`config.mk`:
```
export PLATFORM = sky130hd
export DESIGN_NAME = cpec_prog_ctrl
export DESIGN_NICKNAME = d
export VERILOG_FILES = /design/src/core/cpec_pkg.sv /design/src/core/cpec_link_if.sv /design/src/core/cpec_sum_acc.sv /design/src/core/cpec_link_phy.sv /design/src/core/cpec_prog_ctrl.sv
export SDC_FILE = /design/constraint.sdc
export NUM_CORES = 1
export LEC_CHECK = 0
export ABC_AREA = 1
export BUFFER_PORTS_ARGS = -buffer_cell sky130_fd_sc_hd__buf_2
export CORE_MARGIN = 5
export CORE_UTILIZATION = 56
export CTS_CLUSTER_SIZE = 16
export DETAILED_ROUTE_END_ITERATION = 12
export PLACE_DENSITY_LB_ADDON = 0.12
export SLEW_MARGIN = 20
export SYNTH_ARGS = -nofsm -noshare
export SYNTH_HDL_FRONTEND = slang
export SYNTH_SLANG_ARGS = --single-unit
```
`constraint.sdc`:
```
create_clock -name core_clk_i -period 2.9 [get_ports core_clk_i]
set_input_delay 0.145 -clock core_clk_i [delete_from_list [all_inputs] [get_ports core_clk_i]]
set_output_delay 0.145 -clock core_clk_i [all_outputs]
set_load 0.01 [all_outputs]
```
`src/core/cpec_pkg.sv`:
```
package cpec_pkg;
   // core clock period
   localparam int CLK_NS = 4;

   // wait after each bulk erase: the longest the device may need to finish
   localparam int ERASE_MS  = 10;
   localparam int ERASE_CYC = (ERASE_MS * 1000000 + CLK_NS - 1) / CLK_NS;
   // undriven gap between words and clock low to next frame rise
   localparam int GAP_US    = 1;
   localparam int GAP_CYC   = (GAP_US * 1000 + CLK_NS - 1) / CLK_NS;
   // mode exit delay and high voltage discharge time
   localparam int EXIT_US   = 1;
   localparam int EXIT_CYC  = (EXIT_US * 1000 + CLK_NS - 1) / CLK_NS;
   localparam int DIS_US    = 100;
   localparam int DIS_CYC   = (DIS_US * 1000 + CLK_NS - 1) / CLK_NS;
   // hold after the programming voltage rises, before the first clock
   localparam int HOLD_US   = 5;
   localparam int HOLD_CYC  = (HOLD_US * 1000 + CLK_NS - 1) / CLK_NS;
   // link half period; long enough that read data is valid at the fall
   localparam int HALF_NS   = 100;
   localparam int HALF_CYC  = (HALF_NS + CLK_NS - 1) / CLK_NS;

   localparam logic [4:0] HALF_END       = 5'(HALF_CYC - 1);
   localparam logic [7:0] GAP_END        = 8'(GAP_CYC - 1);
   localparam logic [4:0] CMD_LAST_HALF  = 5'h0B;
   localparam logic [4:0] DATA_LAST_HALF = 5'h1F;

   typedef logic [21:0] cpec_tmr_t;

   // command codes, upper two bits sent as zero
   localparam logic [5:0] CMD_ERASE = 6'h09;
   localparam logic [5:0] CMD_READ  = 6'h04;
   localparam logic [5:0] CMD_INC   = 6'h06;

   // address map and checksum masks
   localparam logic [10:0] CFG_ADDR   = 11'h7FF;
   localparam logic [10:0] PROG_LAST  = 11'h5FE;
   localparam logic [10:0] DATA_FIRST = 11'h600;
   localparam logic [10:0] ID_FIRST   = 11'h640;
   localparam logic [10:0] ID_LAST    = 11'h643;
   localparam logic [15:0] CFG_MASK   = 16'h007F;
   localparam logic [15:0] NIB_MASK   = 16'h000F;
   localparam int          PROT_MSB   = 10;
   localparam int          PROT_LSB   = 7;
   localparam logic [3:0]  PROT_ON    = 4'h2;
   localparam logic [1:0]  ERASE_RUNS = 2'h3;
endpackage : cpec_pkg

```
`src/core/cpec_link_if.sv`:
```
`timescale 1ns/1ps
// one word-level operation between sequencer and bit engine
interface cpec_link_if;
   logic        req;
   logic [5:0]  cmd;
   logic        rd;
   logic        done;
   logic [11:0] rdata;

   modport ctrl (output req, output cmd, output rd, input done, input rdata);
   modport phy  (input req, input cmd, input rd, output done, output rdata);
endinterface : cpec_link_if

```
`src/core/cpec_sum_acc.sv`:
```
`timescale 1ns/1ps
// 16-bit checksum accumulator
module cpec_sum_acc (
   input  wire logic        clk_i,
   input  wire logic        rst_n_i,
   input  wire logic        clr_i,
   input  wire logic        add_i,
   input  wire logic [15:0] word_i,
   output logic      [15:0] sum_o
);
   logic [15:0] sum_q;

   // carry out of bit 15 simply falls away
   always_ff @(posedge clk_i or negedge rst_n_i) begin
      if (!rst_n_i) begin
         sum_q <= 16'h0000;
      end else if (clr_i) begin
         sum_q <= 16'h0000;
      end else if (add_i) begin
         sum_q <= sum_q + word_i;
      end
   end

   assign sum_o = sum_q;
endmodule : cpec_sum_acc

```
`src/core/cpec_link_phy.sv`:
```
`timescale 1ns/1ps
// bit engine: divided link clock, command shift out, read frame in
module cpec_link_phy (
   input  wire logic   clk_i,
   input  wire logic   rst_n_i,
   cpec_link_if.phy    link,
   output logic        pclk_o,
   output logic        pdat_o,
   output logic        pdat_oe_n_o,
   input  wire logic   pdat_i
);
   typedef enum logic [1:0] {
      L_IDLE = 2'b00,
      L_CMD  = 2'b01,
      L_DATA = 2'b10,
      L_GAP  = 2'b11
   } cpec_lstate_t;

   cpec_lstate_t st_q;
   logic [4:0]   hcnt_q;
   logic [4:0]   hidx_q;
   logic [4:0]   hnext;
   logic [7:0]   gap_q;
   logic [7:0]   low_cnt_q;
   logic [15:0]  sh_q;
   logic         rd_q;
   logic         done_q;
   logic         clk_q;
   logic         dat_q;
   logic         oe_n_q;
   logic         sync1_q;
   logic         sync2_q;
   logic         half_end;

   assign half_end = (hcnt_q == cpec_pkg::HALF_END);
   assign hnext    = hidx_q + 5'h01;

   // data pin comes from the device, two flops before use
   always_ff @(posedge clk_i or negedge rst_n_i) begin
      if (!rst_n_i) begin
         sync1_q <= 1'b0;
         sync2_q <= 1'b0;
      end else begin
         sync1_q <= pdat_i;
         sync2_q <= sync1_q;
      end
   end

   // frame sequencer; even half periods have the clock high
   always_ff @(posedge clk_i or negedge rst_n_i) begin
      if (!rst_n_i) begin
         st_q   <= L_IDLE;
         hcnt_q <= 5'h00;
         hidx_q <= 5'h00;
         gap_q  <= 8'h00;
         sh_q   <= 16'h0000;
         rd_q   <= 1'b0;
         done_q <= 1'b0;
         clk_q  <= 1'b0;
         dat_q  <= 1'b0;
         oe_n_q <= 1'b1;
      end else begin
         done_q <= 1'b0;
         hcnt_q <= half_end ? 5'h00 : hcnt_q + 5'h01;
         unique case (st_q)
            L_IDLE: if (link.req) begin
               st_q   <= L_CMD;
               hcnt_q <= 5'h00;
               hidx_q <= 5'h00;
               clk_q  <= 1'b1;
               dat_q  <= link.cmd[0]; // lsb first
               oe_n_q <= 1'b0;
               rd_q   <= link.rd;
            end
            L_CMD: if (half_end) begin
               if (hidx_q == cpec_pkg::CMD_LAST_HALF) begin
                  st_q   <= L_GAP;
                  gap_q  <= 8'h00;
                  oe_n_q <= 1'b1;
                  dat_q  <= 1'b0;
               end else begin
                  hidx_q <= hnext;
                  clk_q  <= ~clk_q;
                  if (!hnext[0]) begin
                     dat_q <= link.cmd[hnext[3:1]];
                  end
               end
            end
            L_DATA: if (half_end) begin
               if (hidx_q == cpec_pkg::DATA_LAST_HALF) begin
                  st_q  <= L_GAP;
                  gap_q <= 8'h00;
                  rd_q  <= 1'b0;
               end else begin
                  hidx_q <= hnext;
                  clk_q  <= ~clk_q;
                  // sample on the falling edge, after data out valid
                  if (hnext[0]) begin
                     sh_q[hidx_q[4:1]] <= sync2_q;
                  end
               end
            end
            L_GAP: if (gap_q == cpec_pkg::GAP_END) begin
               if (rd_q) begin
                  st_q   <= L_DATA;
                  hcnt_q <= 5'h00;
                  hidx_q <= 5'h00;
                  clk_q  <= 1'b1;
               end else begin
                  st_q   <= L_IDLE;
                  done_q <= 1'b1;
               end
            end else begin
               gap_q <= gap_q + 8'h01;
            end
         endcase
      end
   end

   // start and stop bits dropped, two top bits unused by the 12-bit core
   assign link.rdata  = sh_q[12:1];
   assign link.done   = done_q;
   assign pclk_o      = clk_q;
   assign pdat_o      = dat_q;
   assign pdat_oe_n_o = oe_n_q;

   // cycles the link clock has stayed low, saturating
   always_ff @(posedge clk_i or negedge rst_n_i) begin
      if (!rst_n_i) begin
         low_cnt_q <= 8'h00;
      end else if (clk_q) begin
         low_cnt_q <= 8'h00;
      end else if (low_cnt_q != 8'hFF) begin
         low_cnt_q <= low_cnt_q + 8'h01;
      end
   end
endmodule : cpec_link_phy

```
`src/core/cpec_prog_ctrl.sv`:
```
`timescale 1ns/1ps
module cpec_prog_ctrl #(
   parameter int unsigned ERASE_WAIT_CYC = cpec_pkg::ERASE_CYC,
   parameter int unsigned DISCHARGE_CYC  = cpec_pkg::DIS_CYC
) (
   input  wire logic        core_clk_i,
   input  wire logic        rst_n_i,
   input  wire logic        unprotect_req_i,
   input  wire logic        checksum_req_i,
   output logic             busy_o,
   output logic             done_o,
   output logic             prot_cleared_o,
   output logic             code_protected_o,
   output logic      [15:0] checksum_o,
   output logic             prog_clk_o,
   output logic             prog_data_o,
   output logic             prog_data_oe_n_o,
   input  wire logic        prog_data_i,
   output logic             vpp_en_o
);
   typedef enum logic [2:0] {
      S_IDLE     = 3'b000,
      S_ENTRY    = 3'b001,
      S_ERASE    = 3'b010,
      S_ERA_WAIT = 3'b011,
      S_READ     = 3'b100,
      S_INC      = 3'b101,
      S_EXIT     = 3'b110,
      S_DISCH    = 3'b111
   } cpec_state_t;

   cpec_state_t       st_q;
   cpec_pkg::cpec_tmr_t tmr_q;
   cpec_pkg::cpec_tmr_t since_era_q;
   cpec_pkg::cpec_tmr_t off_cnt_q;
   logic              rst_meta_q;
   logic              rst_sync_q;
   logic              req_q;
   logic              pend_q;
   logic [5:0]        cmd_q;
   logic              rd_q;
   logic [10:0]       addr_q;
   logic [10:0]       addr_nx;
   logic [1:0]        era_cnt_q;
   logic              job_ck_q;
   logic              prot_q;
   logic              cleared_q;
   logic              busy_q;
   logic              done_q;
   logic              vpp_q;
   logic              era_seen_q;
   logic              op_done;
   logic              nx_rd;
   logic [10:0]       last_rd;
   logic [3:0]        id_sh;
   logic [15:0]       rd16;
   logic              sum_add;
   logic              sum_clr;
   logic [15:0]       sum_word;

   cpec_link_if lnk ();

   // reset released through two flops
   always_ff @(posedge core_clk_i or negedge rst_n_i) begin
      if (!rst_n_i) begin
         rst_meta_q <= 1'b0;
         rst_sync_q <= 1'b0;
      end else begin
         rst_meta_q <= 1'b1;
         rst_sync_q <= rst_meta_q;
      end
   end

   cpec_link_phy u_phy (
      .clk_i       (core_clk_i),
      .rst_n_i     (rst_sync_q),
      .link        (lnk.phy),
      .pclk_o      (prog_clk_o),
      .pdat_o      (prog_data_o),
      .pdat_oe_n_o (prog_data_oe_n_o),
      .pdat_i      (prog_data_i)
   );

   cpec_sum_acc u_sum (
      .clk_i   (core_clk_i),
      .rst_n_i (rst_sync_q),
      .clr_i   (sum_clr),
      .add_i   (sum_add),
      .word_i  (sum_word),
      .sum_o   (checksum_o)
   );

   assign lnk.req = req_q;
   assign lnk.cmd = cmd_q;
   assign lnk.rd  = rd_q;

   // walk decisions and checksum feed
   assign rd16    = {4'h0, lnk.rdata};
   assign op_done = pend_q && lnk.done;
   assign sum_add = op_done && (st_q == S_READ);
   // unprotect wins if both requests arrive together
   assign sum_clr = (st_q == S_IDLE) && checksum_req_i && !unprotect_req_i;
   assign addr_nx = addr_q + 11'h001;
   assign last_rd = prot_q ? cpec_pkg::ID_LAST : cpec_pkg::PROG_LAST;
   // data block sits between the two windows and is never read
   assign nx_rd   = prot_q ? (addr_nx >= cpec_pkg::ID_FIRST && addr_nx <= cpec_pkg::ID_LAST)
                           : (addr_nx <= cpec_pkg::PROG_LAST);
   assign id_sh   = {~addr_q[1:0], 2'b00};

   // word that this read adds to the checksum
   always_comb begin
      if (addr_q == cpec_pkg::CFG_ADDR) begin
         sum_word = rd16 & cpec_pkg::CFG_MASK;
      end else if (addr_q >= cpec_pkg::ID_FIRST) begin
         sum_word = (rd16 & cpec_pkg::NIB_MASK) << id_sh;
      end else begin
         sum_word = rd16;
      end
   end

   // sequencer: mode entry, erase passes, checksum walk, exit
   always_ff @(posedge core_clk_i or negedge rst_sync_q) begin
      if (!rst_sync_q) begin
         st_q      <= S_IDLE;
         tmr_q     <= '0;
         req_q     <= 1'b0;
         pend_q    <= 1'b0;
         cmd_q     <= 6'h00;
         rd_q      <= 1'b0;
         addr_q    <= 11'h000;
         era_cnt_q <= 2'h0;
         job_ck_q  <= 1'b0;
         prot_q    <= 1'b0;
         cleared_q <= 1'b0;
         busy_q    <= 1'b0;
         done_q    <= 1'b0;
         vpp_q     <= 1'b0;
      end else begin
         req_q  <= 1'b0;
         done_q <= 1'b0;
         if (tmr_q != '0) begin
            tmr_q <= tmr_q - 22'h000001;
         end
         unique case (st_q)
            S_IDLE: if (unprotect_req_i || checksum_req_i) begin
               st_q     <= S_ENTRY;
               busy_q   <= 1'b1;
               vpp_q    <= 1'b1;
               job_ck_q <= !unprotect_req_i;
               addr_q   <= cpec_pkg::CFG_ADDR;
               tmr_q    <= cpec_pkg::cpec_tmr_t'(cpec_pkg::HOLD_CYC);
            end
            S_ENTRY: if (tmr_q == '0) begin
               era_cnt_q <= 2'h0;
               // config word comes first so the mode is known
               st_q      <= job_ck_q ? S_READ : S_ERASE;
            end
            S_ERASE: if (!pend_q) begin
               req_q  <= 1'b1;
               pend_q <= 1'b1;
               cmd_q  <= cpec_pkg::CMD_ERASE;
               rd_q   <= 1'b0;
            end else if (lnk.done) begin
               pend_q    <= 1'b0;
               era_cnt_q <= era_cnt_q + 2'h1;
               tmr_q     <= cpec_pkg::cpec_tmr_t'(ERASE_WAIT_CYC);
               st_q      <= S_ERA_WAIT;
            end
            S_ERA_WAIT: if (tmr_q == '0) begin
               if (era_cnt_q == cpec_pkg::ERASE_RUNS) begin
                  cleared_q <= 1'b1;
                  vpp_q     <= 1'b0;
                  tmr_q     <= cpec_pkg::cpec_tmr_t'(cpec_pkg::EXIT_CYC);
                  st_q      <= S_EXIT;
               end else begin
                  st_q <= S_ERASE;
               end
            end
            S_READ: if (!pend_q) begin
               req_q  <= 1'b1;
               pend_q <= 1'b1;
               cmd_q  <= cpec_pkg::CMD_READ;
               rd_q   <= 1'b1;
            end else if (lnk.done) begin
               pend_q <= 1'b0;
               if (addr_q == cpec_pkg::CFG_ADDR) begin
                  prot_q <= (lnk.rdata[cpec_pkg::PROT_MSB:cpec_pkg::PROT_LSB]
                             == cpec_pkg::PROT_ON);
                  st_q   <= S_INC;
               end else if (addr_q == last_rd) begin
                  vpp_q <= 1'b0;
                  tmr_q <= cpec_pkg::cpec_tmr_t'(cpec_pkg::EXIT_CYC);
                  st_q  <= S_EXIT;
               end else begin
                  st_q <= S_INC;
               end
            end
            S_INC: if (!pend_q) begin
               req_q  <= 1'b1;
               pend_q <= 1'b1;
               cmd_q  <= cpec_pkg::CMD_INC;
               rd_q   <= 1'b0;
            end else if (lnk.done) begin
               pend_q <= 1'b0;
               addr_q <= addr_nx;
               // protected parts skip program memory by address steps only
               st_q   <= nx_rd ? S_READ : S_INC;
            end
            S_EXIT: if (tmr_q == '0) begin
               tmr_q <= cpec_pkg::cpec_tmr_t'(DISCHARGE_CYC);
               st_q  <= S_DISCH;
            end
            S_DISCH: if (tmr_q == '0) begin
               busy_q <= 1'b0;
               done_q <= 1'b1;
               st_q   <= S_IDLE;
            end
         endcase
      end
   end

   assign busy_o           = busy_q;
   assign done_o           = done_q;
   assign prot_cleared_o   = cleared_q;
   assign code_protected_o = prot_q;
   assign vpp_en_o         = vpp_q;

   // timing helpers watched only by the checks below
   always_ff @(posedge core_clk_i or negedge rst_sync_q) begin
      if (!rst_sync_q) begin
         since_era_q <= '0;
         off_cnt_q   <= '0;
         era_seen_q  <= 1'b0;
      end else begin
         if (op_done && st_q == S_ERASE) begin
            since_era_q <= '0;
            era_seen_q  <= 1'b1;
         end else if (since_era_q != '1) begin
            since_era_q <= since_era_q + 22'h000001;
         end
         if (st_q == S_IDLE) begin
            era_seen_q <= 1'b0;
         end
         if (vpp_q) begin
            off_cnt_q <= '0;
         end else if (off_cnt_q != '1) begin
            off_cnt_q <= off_cnt_q + 22'h000001;
         end
      end
   end
endmodule : cpec_prog_ctrl

```
==> results.md <==
* Status: finished with violations
* Failing checks: negative setup slack
* Max-capacitance violation count at 0
* Cell taking the most area after synthesis: dfrtp_1
* Final non-filler cell total at 1,148
* Top cells by area, synth: dfrtp_1 (39%), nand2_1 (11%), inv_1 (7.0%), nor2_1 (6.2%), ha_1 (5.8%)
* Row count at 40
* Gp weighted congestion at 0.9262
* Gate Count Post-Synth at 937
* DR pass1 iterations at 6
* Reg area at 2683 um2
* Internal power at 0.002144 W
* GRT Resource Usage Total at 22.41%
* Net Sw Frac at 22.24%
* Area of the multi-input gates at 3691 um2
* GRT overflow at 0
* I/O Buffers at 28
* Sequential share of power at 54.7%
* Initial core utilization at 57.10%
* VDD IR-drop max at 0.0003465 V
* Comb pwr share at 1.2%
* Global routing usage on met1 at 34.10%
* Critical-path maximum fanout at 4
* Top FF cell, synth: dfrtp_1
* Startpoint Class: register
* Initial antenna violation count at 0
* CP endpoint kind: register
* Die area at 14,560 um2
* Total CTS buffers at 9
* Reg2reg start: addr_q[1]$_DFFE_PN0P_
* Worst EP required at 3.20 ns
* Tcrit/Tclk final at 100.7%
* DR WL/cell at 13.99 um
* Dpl hpwl at 12,130 um
* DRC violations left at 0
* Vias in the first global route at 5,575
* I/O pins at 29
* Sw power at 0.0006132 W
* Share of the synthesized area in the top cell type at 38.67%
* # fillers at 1,074
* Synth cell types at 54
* Final ANT Viol Nets at 0
* Asr flop ratio synth at 100.0%
* Sequential share of the synthesized area at 39.06%
* Worst-margin pin slew at 0.6639 ns
* Post-synth net total at 975
* Clk pin slew, worst setup/hold paths at 0.08 ns
* Met2 GRT Util at 32.94%
* Critical Path AT at 3.22 ns
* Reg2Reg Depth at 22
* Met3 track demand over resource at 4.163%
* Initial DRC Count at 490
* Layer with the highest usage: met1
* Max stage delay on crit path at 0.36 ns
* CTS max path bufs at 2
* Placed cell count at 1,123
* Fin worst setup slack at -0.01910 ns
* WL final at 16,060 um
* CTS tree: done
* Max_slew headroom at 55.33%
* TritonCTS Sinks at 107
* Worst-skew pair later-pin latency at 0.36 ns
* Skew final at 0.01167 ns
* Final Cell Area at 7756 um2
* Synth Register Bits at 107
* Hold crit path type: in2async
* Die height at 120.7 um
* Via density at 5.494
* CP dominant cell by count: inv_2
* Max-slew violation count at 0
* Post-synth EDFFs at 0
* Post-Syn Area at 6859 um2
* Width of the chip at 120.7 um
* Crit path time final at 2.919 ns
* CP startpoint: addr_q[1]$_DFFE_PN0P_
* Core Region at 12,010 um2
* FMAX at 0.3426 GHz
* H-Tree Depth at 3
* Area grow syn2layout at 13.08%
* Root Driver: clkbuf_16
* Critical path cell sequence: ha_2 -> nand3_2 -> nor2_4 -> nand3b_1 -> nand2_2 -> inv_2 -> o21ai_2 -> inv_2 -> nor2_1 -> ha_2 -> inv_2 -> fa_2 -> inv_2 -> nand3_2 -> nand3_2 -> inv_2 -> o21ai_4 -> buf_6 -> nand4_1 -> nand3_1 -> nand2_1 -> o21ai_1
* Design Power at 0.002758 W
* P_leak at 3.890 nW
* Largest net degree at the start of global routing at 70
* Dpl cell area at 7325 um2
* First-pass GRT wire length at 26,700 um
* Syn. warnings at 0
* CP max stage cell: dfrtp_1
* Final setup vio count at 1
* RSZ-0062 raised after global routing: yes
* DR vias at 6,307
* Place WS at 0.004349 ns
* Clock share of power at 44.2%
* Antenna diodes at 0
* Mean Syn Cell Area at 7.320 um2
* Crit path kind: reg2reg
* Power Density at 355.5 nW/um2
* Ratio of cells with drive above 1 in the final layout at 14.39%
* Setup TNS at -0.01910 ns
* NumNets Final at 1,034
* Fin. Hold Viols at 0
[flip-flops by register name, indices dropped and copies added, names as in the netlist, 3 cells and up]
register and cells:
cmd_q 3, u_phy.sh_q 12, tmr_q 22, u_phy.hidx_q 5, st_q 3, u_phy.hcnt_q 5, addr_q 11, u_phy.gap_q 8
u_sum.sum_o 16
[worst max-delay path: cells and delay by family, from the launching register on]
family	cells	cell delay (ns)
and+or+nand+nor	10	1.02
buffers and inverters	6	0.39
AOI/OAI and AO/OA	3	0.34
DFF	1	0.36
adders and majority gates	3	0.74
[cells by family after synthesis]
kind of cell	Yosys count	synth area share, %
DFF	107	39.06
other	1	0.05467
and+or+nand+nor	461	30.14
adders and majority gates	33	6.129
buffers and inverters	149	8.300
AOI/OAI and AO/OA	169	14.16
xor gates and xnor gates	17	2.171
[cells in the final DEF, fill, tap and decap left out, drive strengths merged, types with 4 or more instances in the layout]
cell and n:
o21ai 69, clkbuf 11, nor4 6, dfrtp 106
nor3 25, nor2 126, or2 7, o22ai 11
nand3 70, xor2 15, a31oi 8, buf 54
nand4 19, a22oi 4, inv 141, ha 32
nand2 205, a21oi 56
[worst paths after layout]
kind                                                 endpoint  slack [ns]
worst max register to register    u_sum.sum_o[14]$_DFFE_PN0P_       -0.02
min in group core_clk_i                  job_ck_q$_DFFE_PN0P_        0.17
worst max-delay path              u_sum.sum_o[14]$_DFFE_PN0P_       -0.02
worst min-delay path                     rst_sync_q$_DFF_PN0_        0.09
max in group asynchronous       u_phy.pdat_oe_n_o$_DFFE_PN1P_        1.85
worst min register to register    u_sum.sum_o[10]$_DFFE_PN0P_        0.30
[area by class of cell]
cell class,count,area share (%)
clock buffer,11,3.259
clock inverter,5,0.5646
inverter,141,6.840
multi-input combinational,681,47.59
sequential,107,34.59
tap,147,2.371
timing repair buffer,56,4.791
[layer usage]
metal	part of all wire, %	vias up
li1	-	3219
met1	49	2883
met2	43	183
met3	6.0	22
met4	1.2	0
met5	0	-
[cell usage after synthesis, types with 8 or more instances]
cell type	number
nand3_1	66
o22ai_1	11
o21ai_1	12
xor2_1	15
nor3_1	21
nor2_2	10
nor2_1	113
inv_2	12
a31oi_1	8
dfrtp_1	106
inv_1	127
a21oi_1	55
nand4_1	18
ha_1	32
nand2_1	200
o21ai_0	54
[what timing repair did]
action	4_1_cts	5_1_grt
gates cloned	0	0
pin swaps	1	10
endpoints found under the hold margin	3	0
buffers inserted	0	7
endpoints found under the setup margin	1	10
gates resized for setup	0	24
hold buffers	2	0
[through the flow]
| stage | hold slack, ns | util (%) |
|---|---|---|
| after global routing | 0.08534 | 64.57 |
| after floorplan | -0.1506 | - |
| after CTS | 0.07758 | 63.61 |
| after global placement | -0.06891 | 60.98 |
| after detailed placement | -0.06844 | 60.98 |
| final | 0.08822 | 64.57 |
[power groups by stage]
stage / Clock (W) / Sequential (W) / Combinational [W]
2_1_floorplan: 0 / 0.00155 / 0.00000463
3_3_place_gp: 0 / 0.00154 / 0.0000321
3_5_place_dp: 0 / 0.00154 / 0.0000319
4_1_cts: 0.00124 / 0.00151 / 0.0000341
5_1_grt: 0.00130 / 0.00151 / 0.0000388
6_report: 0.00122 / 0.00151 / 0.0000324
Note: power is estimated with default switching activity, not from simulation.
